### config.mk
export PLATFORM = sky130hd
export DESIGN_NAME = uart_ctrl_regs
export DESIGN_NICKNAME = d
export VERILOG_FILES = /design/src/hw/uart_ctrl_pkg.sv /design/src/hw/irq_sel_if.sv /design/src/hw/irq_prio.sv /design/src/hw/uart_ctrl_regs.sv
export SDC_FILE = /design/constraint.sdc
export NUM_CORES = 1
export LEC_CHECK = 0
export ABC_AREA = 1
export BUFFER_PORTS_ARGS = -buffer_cell sky130_fd_sc_hd__buf_2
export CAP_MARGIN = 5
export CORE_UTILIZATION = 42
export DETAILED_ROUTE_END_ITERATION = 10
export PLACE_DENSITY_LB_ADDON = 0.08
export SETUP_SLACK_MARGIN = 0.3
export SYNTH_ARGS = -nofsm -noshare
export SYNTH_HDL_FRONTEND = slang
export SYNTH_SLANG_ARGS = --single-unit
### constraint.sdc
create_clock -name clk -period 1.12 [get_ports clk]
set_input_delay 0.224 -clock clk [delete_from_list [all_inputs] [get_ports clk]]
set_output_delay 0.224 -clock clk [all_outputs]
set_load 0.03 [all_outputs]
### src/hw/uart_ctrl_pkg.sv
// Constants for the control side of one UART channel.
// Assumes a 32-bit APB master with one register per word.
package uart_ctrl_pkg;
    // Register indices; byte address is four times the index
    localparam logic [2:0] IDX_DATA = 3'h0;
    localparam logic [2:0] IDX_IRQ_EN = 3'h1;
    localparam logic [2:0] IDX_ID_FIFO = 3'h2;
    localparam logic [2:0] IDX_LFC = 3'h3;
    localparam logic [2:0] IDX_MCTL = 3'h4;
    localparam logic [2:0] IDX_LAST = 3'h4;
    // Field positions
    localparam int B_ADDR_ONLY = 4;
    localparam int B_FIFO_EN = 0;
    localparam int B_RX_FLUSH = 1;
    localparam int B_TX_FLUSH = 2;
    localparam int B_TRIG_LO = 6;
    localparam int B_DIV_SEL = 7;
    localparam int B_BREAK = 6;
    localparam int B_EXTRA_STOP = 2;
    localparam int B_LOOP = 4;
    localparam int B_IRQ_GATE = 3;
    localparam int B_GENERAL_OUTPUT_BIT = 2;
    localparam int B_RTS = 1;
    localparam int B_DTR = 0;
    // Reset values
    localparam logic [4:0] IRQ_EN_RST = 5'h00;
    localparam logic [7:0] LFC_RST = 8'h00;
    localparam logic [4:0] MCTL_RST = 5'h00;
    localparam logic [7:0] DLL_RST = 8'h01;
    localparam logic [7:0] DLM_RST = 8'h00;
    // Interrupt source codes
    localparam logic [2:0] ID_MODEM = 3'h0;
    localparam logic [2:0] ID_TX_EMPTY = 3'h1;
    localparam logic [2:0] ID_RX_AVAIL = 3'h2;
    localparam logic [2:0] ID_TIMEOUT = 3'h6;
    localparam logic [2:0] ID_LINE = 3'h3;
    // Source order in the pending vector
    typedef enum logic [2:0] {SRC_MODEM, SRC_TX, SRC_RX, SRC_TMO, SRC_LINE} src_t;
    // Parity modes presented to the transmitter and receiver
    typedef enum logic [2:0] {PAR_NONE, PAR_ODD, PAR_EVEN, PAR_ONE, PAR_ZERO} parity_t;
endpackage : uart_ctrl_pkg

### src/hw/irq_sel_if.sv
// Carries pending sources to the priority coder and the code back.
// Assumes both ends run on the same clock.
`timescale 1ns/1ps
interface irq_sel_if;
    logic [4:0] pending;
    logic [2:0] code;
    logic none;
    modport regs (output pending, input code, input none);
    modport coder (input pending, output code, output none);
endinterface : irq_sel_if

### src/hw/irq_prio.sv
// Priority coder for the interrupt identification field.
// Assumes pending bits already carry their enables.
`timescale 1ns/1ps
module irq_prio
    import uart_ctrl_pkg::*;
(
    irq_sel_if.coder sel // Pending in, code out
);
    // Line errors first, modem changes last
    always_comb begin
        sel.none = 1'b0;
        sel.code = ID_MODEM;
        if (sel.pending[SRC_LINE]) begin
            sel.code = ID_LINE;
        end else if (sel.pending[SRC_RX]) begin
            sel.code = ID_RX_AVAIL;
        end else if (sel.pending[SRC_TMO]) begin
            sel.code = ID_TIMEOUT;
        end else if (sel.pending[SRC_TX]) begin
            sel.code = ID_TX_EMPTY;
        end else if (sel.pending[SRC_MODEM]) begin
            sel.code = ID_MODEM;
        end else begin
            sel.none = 1'b1;
        end
    end
endmodule : irq_prio

### src/hw/uart_ctrl_regs.sv
// Control registers of one UART channel behind an APB slave.
// Assumes the data path, line status and modem status live in
// neighbouring blocks on the same clock; modem and serial pins are async.
`timescale 1ns/1ps
module uart_ctrl_regs
    import uart_ctrl_pkg::*;
(
    input wire logic clk, // 100 MHz clock
    input wire logic reset_n, // Async reset, active low
    input wire logic psel, // APB select
    input wire logic penable, // APB access phase
    input wire logic pwrite, // APB direction
    input wire logic [31:0] paddr, // APB byte address
    input wire logic [31:0] pwdata, // APB write data
    input wire logic [3:0] pstrb, // APB byte strobes
    output logic [31:0] prdata, // APB read data
    output logic pready, // APB ready
    output logic pslverr, // APB error for unmapped index
    input wire logic [7:0] rx_data, // Received byte at the head
    output logic [7:0] tx_data, // Byte to transmit
    output logic tx_write, // Pulse: tx_data valid
    output logic rx_read, // Pulse: receive byte consumed
    input wire logic nine_bit_mode, // Nine-bit mode enabled
    input wire logic addr_rcvd, // Pulse: address byte received
    input wire logic rx_avail, // Receive data at threshold
    input wire logic tx_empty, // Transmit holding empty
    input wire logic line_err, // Receive line error present
    input wire logic char_timeout, // Character timeout present
    input wire logic modem_change, // Modem status delta present
    output logic address_only_receive, // Receiver takes addresses only
    output logic [4:0] rx_threshold, // Receive trigger level in bytes
    output logic fifo_enable, // Both FIFOs enabled
    output logic tx_queue_flush, // Pulse: flush transmit FIFO
    output logic rx_queue_flush, // Pulse: flush receive FIFO
    output logic [15:0] divisor, // Baud divisor
    output logic [1:0] char_length_sel, // Word length code
    output logic extra_stop_sel, // 1.5 or 2 stop bits
    output parity_t parity_mode, // Parity mode
    output logic [3:0] modem_lines, // DCD, RI, DSR, CTS, active high
    input wire logic tx_serial, // Serial stream from transmitter
    output logic rx_serial, // Serial stream to receiver
    input wire logic sin_pin, // Serial input pin
    output logic sout_pin, // Serial output pin
    input wire logic cts_n, // Clear-to-send pin
    input wire logic dsr_n, // Data-set-ready pin
    input wire logic ri_n, // Ring pin
    input wire logic dcd_n, // Carrier-detect pin
    output logic rts_n, // Request-to-send pin
    output logic dtr_n, // Terminal-ready pin
    output logic irq // Interrupt request, active high
);
    // All state of the block
    typedef struct packed {
        logic [4:0] irq_en;
        logic [7:0] lfc;
        logic [4:0] mctl;
        logic fifo_en;
        logic [1:0] trig;
        logic [7:0] dll;
        logic [7:0] dlm;
        logic tx_flush;
        logic rx_flush;
        logic tx_wr;
        logic rx_rd;
        logic [7:0] tx_byte;
        logic [7:0] rdata;
        logic err;
        logic addr_hit;
        logic [4:0] sync1;
        logic [4:0] sync2;
    } state_t;

    state_t st_q;
    state_t st_d;
    irq_sel_if sel();
    logic [2:0] idx;
    logic setup;
    logic wr_en;
    logic loop;
    logic addr_only_eff;
    logic [7:0] irq_en_rd;
    logic [7:0] iir_rd;

    // Trigger code to byte count
    function automatic logic [4:0] trig_bytes(input logic [1:0] t);
        unique case (t)
            2'h0: trig_bytes = 5'h01;
            2'h1: trig_bytes = 5'h04;
            2'h2: trig_bytes = 5'h08;
            2'h3: trig_bytes = 5'h0E;
        endcase
    endfunction : trig_bytes

    // Parity bits 5-3 to mode
    function automatic parity_t parity_of(input logic [2:0] p);
        parity_t m;
        m = PAR_NONE;
        if (p[0]) begin
            unique case (p[2:1])
                2'h0: m = PAR_ODD;
                2'h1: m = PAR_EVEN;
                2'h2: m = PAR_ONE;
                2'h3: m = PAR_ZERO;
            endcase
        end
        return m;
    endfunction : parity_of

    irq_prio u_prio (
        .sel(sel.coder)
    );

    // Bus decode; upper address bits beyond the index are ignored
    assign idx = paddr[4:2];
    assign setup = psel && !penable;
    assign wr_en = psel && penable && pwrite;
    assign loop = st_q.mctl[B_LOOP];
    assign addr_only_eff = st_q.irq_en[B_ADDR_ONLY] && nine_bit_mode;
    assign irq_en_rd = {3'h0, addr_only_eff, st_q.irq_en[3:0]};
    assign iir_rd = {st_q.fifo_en, st_q.fifo_en, 2'h0, sel.code, sel.none};

    // Sources gated by their enables; the gate bit acts on the pin only
    always_comb begin
        sel.pending = '0;
        sel.pending[SRC_MODEM] = modem_change && st_q.irq_en[3];
        sel.pending[SRC_LINE] = line_err && st_q.irq_en[2];
        sel.pending[SRC_TX] = tx_empty && st_q.irq_en[1];
        sel.pending[SRC_RX] = (rx_avail || st_q.addr_hit) && st_q.irq_en[0];
        sel.pending[SRC_TMO] = char_timeout && st_q.irq_en[0];
    end

    // Next-state logic for registers, pulses and synchronisers
    always_comb begin
        st_d = st_q;
        st_d.tx_flush = 1'b0;
        st_d.rx_flush = 1'b0;
        st_d.tx_wr = 1'b0;
        st_d.rx_rd = 1'b0;
        st_d.sync1 = {sin_pin, dcd_n, ri_n, dsr_n, cts_n};
        st_d.sync2 = st_q.sync1;
        // Read data and error are captured in setup so they come from flops
        if (setup) begin
            st_d.err = (idx > IDX_LAST) ? 1'b1 : 1'b0;
            st_d.rdata = 8'h00;
            unique case (idx)
                IDX_DATA: st_d.rdata = st_q.lfc[B_DIV_SEL] ? st_q.dll : rx_data;
                IDX_IRQ_EN: st_d.rdata = st_q.lfc[B_DIV_SEL] ? st_q.dlm : irq_en_rd;
                IDX_ID_FIFO: st_d.rdata = iir_rd;
                IDX_LFC: st_d.rdata = st_q.lfc;
                IDX_MCTL: st_d.rdata = {3'h0, st_q.mctl};
                default: st_d.rdata = 8'h00;
            endcase
        end
        // Reading received data consumes it
        if (psel && penable && !pwrite && idx == IDX_DATA && !st_q.lfc[B_DIV_SEL]) begin
            st_d.rx_rd = 1'b1;
        end
        // Address hits stay pending until the byte is read; a new hit wins
        if (rx_read) begin
            st_d.addr_hit = 1'b0;
        end
        if (addr_rcvd && addr_only_eff) begin
            st_d.addr_hit = 1'b1;
        end
        // Writes take effect at the access edge, low lane only
        if (wr_en && pstrb[0]) begin
            unique case (idx)
                IDX_DATA: begin
                    if (st_q.lfc[B_DIV_SEL]) begin
                        st_d.dll = pwdata[7:0];
                    end else begin
                        st_d.tx_byte = pwdata[7:0];
                        st_d.tx_wr = 1'b1;
                    end
                end
                IDX_IRQ_EN: begin
                    if (st_q.lfc[B_DIV_SEL]) begin
                        st_d.dlm = pwdata[7:0];
                    end else begin
                        st_d.irq_en = pwdata[4:0];
                    end
                end
                IDX_ID_FIFO: begin
                    st_d.trig = pwdata[B_TRIG_LO+1:B_TRIG_LO];
                    st_d.fifo_en = pwdata[B_FIFO_EN];
                    st_d.tx_flush = pwdata[B_TX_FLUSH];
                    st_d.rx_flush = pwdata[B_RX_FLUSH];
                end
                IDX_LFC: st_d.lfc = pwdata[7:0];
                IDX_MCTL: st_d.mctl = pwdata[4:0];
                default: st_d.err = 1'b1;
            endcase
        end
    end

    // State register; constants only under reset
    always_ff @(posedge clk or negedge reset_n) begin
        if (!reset_n) begin
            st_q <= '{irq_en: IRQ_EN_RST, lfc: LFC_RST, mctl: MCTL_RST, fifo_en: 1'b0, trig: 2'h0,
                      dll: DLL_RST, dlm: DLM_RST, tx_flush: 1'b0, rx_flush: 1'b0,
                      tx_wr: 1'b0, rx_rd: 1'b0, tx_byte: 8'h00, rdata: 8'h00, err: 1'b0,
                      addr_hit: 1'b0, sync1: 5'h1F, sync2: 5'h1F};
        end else begin
            st_q <= st_d;
        end
    end

    // Zero-wait slave: every access phase completes at once
    assign pready = 1'b1;
    assign pslverr = psel && penable && st_q.err;
    assign prdata = {24'h000000, st_q.rdata};

    // Configuration towards the data path
    assign tx_data = st_q.tx_byte;
    assign tx_write = st_q.tx_wr;
    assign rx_read = st_q.rx_rd;
    assign address_only_receive = addr_only_eff;
    assign rx_threshold = trig_bytes(st_q.trig);
    assign fifo_enable = st_q.fifo_en;
    assign tx_queue_flush = st_q.tx_flush;
    assign rx_queue_flush = st_q.rx_flush;
    assign divisor = {st_q.dlm, st_q.dll};
    assign char_length_sel = st_q.lfc[1:0];
    assign extra_stop_sel = st_q.lfc[B_EXTRA_STOP];
    assign parity_mode = parity_of(st_q.lfc[5:3]);

    // Loopback keeps the pins quiet, except that break still drives sout_pin low, and feeds the receiver internally
    assign sout_pin = st_q.lfc[B_BREAK] ? 1'b0 : (loop ? 1'b1 : tx_serial);
    assign rx_serial = loop ? tx_serial : st_q.sync2[4];
    assign rts_n = loop ? 1'b1 : !st_q.mctl[B_RTS];
    assign dtr_n = loop ? 1'b1 : !st_q.mctl[B_DTR];

    // Modem inputs, or the control bits themselves in loopback
    assign modem_lines = loop
        ? {st_q.mctl[B_IRQ_GATE], st_q.mctl[B_GENERAL_OUTPUT_BIT], st_q.mctl[B_DTR], st_q.mctl[B_RTS]}
        : ~st_q.sync2[3:0];

    // Interrupt pin: any pending source, only while the gate bit is set
    assign irq = st_q.mctl[B_IRQ_GATE] && !sel.none;

    logic wr_irq_en;
    logic wr_mctl;
    logic wr_fcr;
    assign wr_irq_en = wr_en && pstrb[0] && idx == IDX_IRQ_EN;
    assign wr_mctl = wr_en && pstrb[0] && idx == IDX_MCTL;
    assign wr_fcr = wr_en && pstrb[0] && idx == IDX_ID_FIFO;
endmodule : uart_ctrl_regs

==> impl_metrics.env <==
export IMPL_row_count=33
export IMPL_drt_antenna_violating_nets=0
export IMPL_post_place_ws_ns=-0.1864
export IMPL_reg_to_reg_startpoint="st_q[63]"
export IMPL_n_fill_cell=592
export IMPL_cts_tree="done"
export IMPL_post_synth_cell_area_avg_um2=8.365
export IMPL_num_vias=3527
export IMPL_drcViolationCount=0
export IMPL_worstSetupEndpointType="output pin"
export IMPL_totalWireLength_um=11580
export IMPL_criticalPathCategory="reg -> out"
export IMPL_largest_net_degree_at_the_start_of_global_routing=70
export IMPL_final_hold_viol_count=0
export IMPL_port_buffers=95
export IMPL_final_cell_count_no_fill=723
export IMPL_maximum_clock_skew_at_final_layout_ns=0.01299
export IMPL_yosys_register_bits=69
export IMPL_core_area_um2=8382
export IMPL_final_setup_viol_count=81
export IMPL_place_detailed_instances=637
export IMPL_grt_antenna_before_repair=0
export IMPL_crit_path_top_delay_cell="sky130_fd_sc_hd__dfrtp_1"
export IMPL_initial_core_util=0.4441
export IMPL_vdd_drop_max_uv=882.1
export IMPL_timing_max_cap_violations=0
export IMPL_timing_max_transition_violations_final=0
export IMPL_worst_setup_path_startpoint="st_q[10]"
export IMPL_highest_signal_layer="met4"
export IMPL_place_detailed_hpwl_um=6931
export IMPL_globalRoute_totalOverflow=0
export IMPL_clock_path_buffers=2
export IMPL_grt_setup_unrepaired="true"
export IMPL_routabilityCongestion=0.8073
export IMPL_diodes=0
export IMPL_first_global_vias=3240
export IMPL_failed_checks="negative setup slack"
export IMPL_layout_area_overhead_vs_synth_pct=66.52
export IMPL_netlist_instances=445
export IMPL_slowest_delay_ns=0.40
export IMPL_drt_pass1_iter_count=5
export IMPL_power_leakage_nw=3.112
export IMPL_hp_start="addr_rcvd"
export IMPL_final_critical_path_setup_slack_ns=-0.4291
export IMPL_floorplan_die_width_um=96.14
export IMPL_critPathRequiredTime_ns=0.90
export IMPL_route_met2_wl_um=5805
export IMPL_post_route_period_util=1.383
export IMPL_vias_per_cell=4.878
export IMPL_critical_path_startpoint_type="flip-flop"
export IMPL_grt_pass1_wl_um=16130
export IMPL_crit_path_top_cell_by_count="sky130_fd_sc_hd__o21ai_2"
export IMPL_finalCriticalPeriod_ns=1.549
export IMPL_drtIter0Drc=167
export IMPL_critical_path_cell_chain="o21ai_2 > nand3_2 > o21ai_2 > inv_2 > buf_6"
export IMPL_cts_max_level=3
export IMPL_critical_path_max_fanout=2
export IMPL_arrival_time_of_the_worst_setup_path_ns=1.33
export IMPL_clk_root_buffer_cell="sky130_fd_sc_hd__clkbuf_8"
export IMPL_clk_pin_slew_worst_paths_ns=0.08
export IMPL_result_of_the_run="finished with violations"
export IMPL_io_pins=178
export IMPL_grt_use_total=0.2359
export IMPL_power_per_cell_area_nw_per_um2=1241
export IMPL_worst_hold_path_type="in -> reg"
export IMPL_finalPower_mw=7.691
export IMPL_clk_insertion_delay_late_ns=0.36
export IMPL_count_of_yosys_warnings_during_synthesis=0
export IMPL_m1WireLength_um=4936
export IMPL_timing_fmax_mhz=645.6
export IMPL_design_final_nets=710
export IMPL_die_h_um=96.14
export IMPL_wl_per_cell_um=16.02
export IMPL_post_route_cells_drive_above_1_share=0.5955
export IMPL_met3_wire_len_um=609
export IMPL_yosysUniqueCellTypes=28
export IMPL_die_area_um2=9243
export IMPL_synth_yosys_seq_area_share=0.4676
export IMPL_mappedNetlistArea_um2=3722
export IMPL_tritoncts_num_buffers=9
export IMPL_clkSinkCount=69
final timing paths:
path,endpoint,slack (ns),cells past startpoint
min in group asynchronous,st_q[48],0.48,3
max in group asynchronous,st_q[1],0.39,3
hold reg to reg,st_q[2],0.36,0
setup reg to reg,prdata[1],-0.27,9
setup / recovery,irq,-0.43,5
hold / removal,st_q[10],0.09,3
synthesized netlist by cell type:
master | number | share of area
sky130_fd_sc_hd__buf_6 | 7 | 0.021
sky130_fd_sc_hd__nand2_1 | 103 | 0.10
sky130_fd_sc_hd__nand3_1 | 16 | 0.022
sky130_fd_sc_hd__inv_2 | 1 | 0.0010
sky130_fd_sc_hd__clkbuf_1 | 5 | 0.0050
sky130_fd_sc_hd__nand3_4 | 1 | 0.0047
sky130_fd_sc_hd__nor2_8 | 2 | 0.011
sky130_fd_sc_hd__nand4_4 | 1 | 0.0057
sky130_fd_sc_hd__nor2_4 | 2 | 0.0060
sky130_fd_sc_hd__a21oi_1 | 19 | 0.026
sky130_fd_sc_hd__inv_1 | 42 | 0.042
sky130_fd_sc_hd__o211ai_1 | 2 | 0.0040
sky130_fd_sc_hd__nor3_4 | 1 | 0.0044
sky130_fd_sc_hd__nor3_2 | 1 | 0.0027
sky130_fd_sc_hd__nand2_2 | 2 | 0.0034
sky130_fd_sc_hd__dfstp_2 | 11 | 0.078
sky130_fd_sc_hd__conb_1 | 2 | 0.0020
sky130_fd_sc_hd__a21oi_2 | 3 | 0.0071
sky130_fd_sc_hd__nand4_1 | 11 | 0.018
sky130_fd_sc_hd__buf_4 | 61 | 0.12
sky130_fd_sc_hd__dfrtp_1 | 58 | 0.39
sky130_fd_sc_hd__nor2_1 | 45 | 0.045
sky130_fd_sc_hd__o21ai_0 | 41 | 0.055
sky130_fd_sc_hd__nor3_1 | 1 | 0.0013
sky130_fd_sc_hd__nand2_4 | 1 | 0.0030
sky130_fd_sc_hd__buf_2 | 1 | 0.0013
sky130_fd_sc_hd__ha_1 | 3 | 0.010
sky130_fd_sc_hd__nor2_2 | 2 | 0.0034
critical path, delay by kind of cell (launching register included):
kind	cells	cell delay, ns
DFF	1	0.40
and+or+nand+nor	1	0.11
buffers and inverters	2	0.18
AOI/OAI and AO/OA	2	0.28
layout by cell type, fill, tap and decap left out, types with 11 or more instances in the layout:
master                    count
sky130_fd_sc_hd__nand2_2     32
sky130_fd_sc_hd__conb_1      26
sky130_fd_sc_hd__o21ai_2     11
sky130_fd_sc_hd__dfstp_2     11
sky130_fd_sc_hd__a21oi_2     18
sky130_fd_sc_hd__nor2_4      28
sky130_fd_sc_hd__inv_1       29
sky130_fd_sc_hd__o21ai_1     23
sky130_fd_sc_hd__buf_4       65
sky130_fd_sc_hd__dfrtp_1     53
sky130_fd_sc_hd__buf_6       86
sky130_fd_sc_hd__nor2_1      19
sky130_fd_sc_hd__nand2_1     64
sky130_fd_sc_hd__nand4_1     11
sky130_fd_sc_hd__buf_2       34
logic make-up after synthesis:
| logic type | Yosys count | synth area share |
|---|---|---|
| compound gates | 65 | 0.09177 |
| fa+ha+maj | 3 | 0.01009 |
| simple gates | 189 | 0.2346 |
| other cells | 2 | 0.002018 |
| flops | 69 | 0.4676 |
| buf+inv | 117 | 0.1939 |
area by class of cell:
cell class,count,area [um2],share of cell area
clock inverter,6,38.79,0.006258
clock buffer,10,137.6,0.02220
sequential,69,1747,0.2818
timing repair inverter,1,7.507,0.001211
multi-input combinational,285,1978,0.3191
tap,105,131.4,0.02120
inverter,43,183.9,0.02967
timing repair buffer,204,1974,0.3185
through the flow:
stage / util / hold slack (ns) / setup TNS (ns) / area, um2
after detailed placement: 0.5216 / 0.2755 / -6.769 / 4372
final: 0.7395 / 0.09261 / -13.32 / 6198
after global routing: 0.7395 / 0.1087 / -16.52 / 6198
after global placement: 0.5216 / 0.2773 / -5.929 / 4372
after floorplan: - / -0.07159 / -0.8776 / 4019
after CTS: 0.6767 / 0.09026 / -10.94 / 5672
flip-flops by register name (all words and copies together), names as in the netlist:
signal           flops
tx_queue_flush       1
rx_queue_flush       1
loop                 1
tx_data              8
divisor             16
tx_write             1
st_q                19
st_d                 5
rx_read              1
extra_stop_sel       1
irq_en_rd            4
char_length_sel      2
prdata               8
fifo_enable          1
metal layers:
| metal | up-vias | global-route usage |
|---|---|---|
| li1 | 1672 | - |
| met1 | 1725 | 0.3211 |
| met2 | 113 | 0.3859 |
| met3 | 17 | 0.03555 |
| met4 | 0 | 0.07338 |
| met5 | - | 0 |
where the power goes:
part / internal, mW / switching (mW) / leakage (nW)
logic: 1.34 / 1.48 / 2.17
clock network: 0.855 / 1.02 / 0.0880
registers: 2.75 / 0.241 / 0.853
timing repair:
action                                  CTS  global route
gates resized for setup                 209           103
pin swaps                                41            40
buffers inserted                         41            14
hold buffers                              6             0
gates cloned                              6             3
endpoints found under the setup margin  113           159
hold endpoints to repair                 63             0
(Power assumes the default switching activity.)
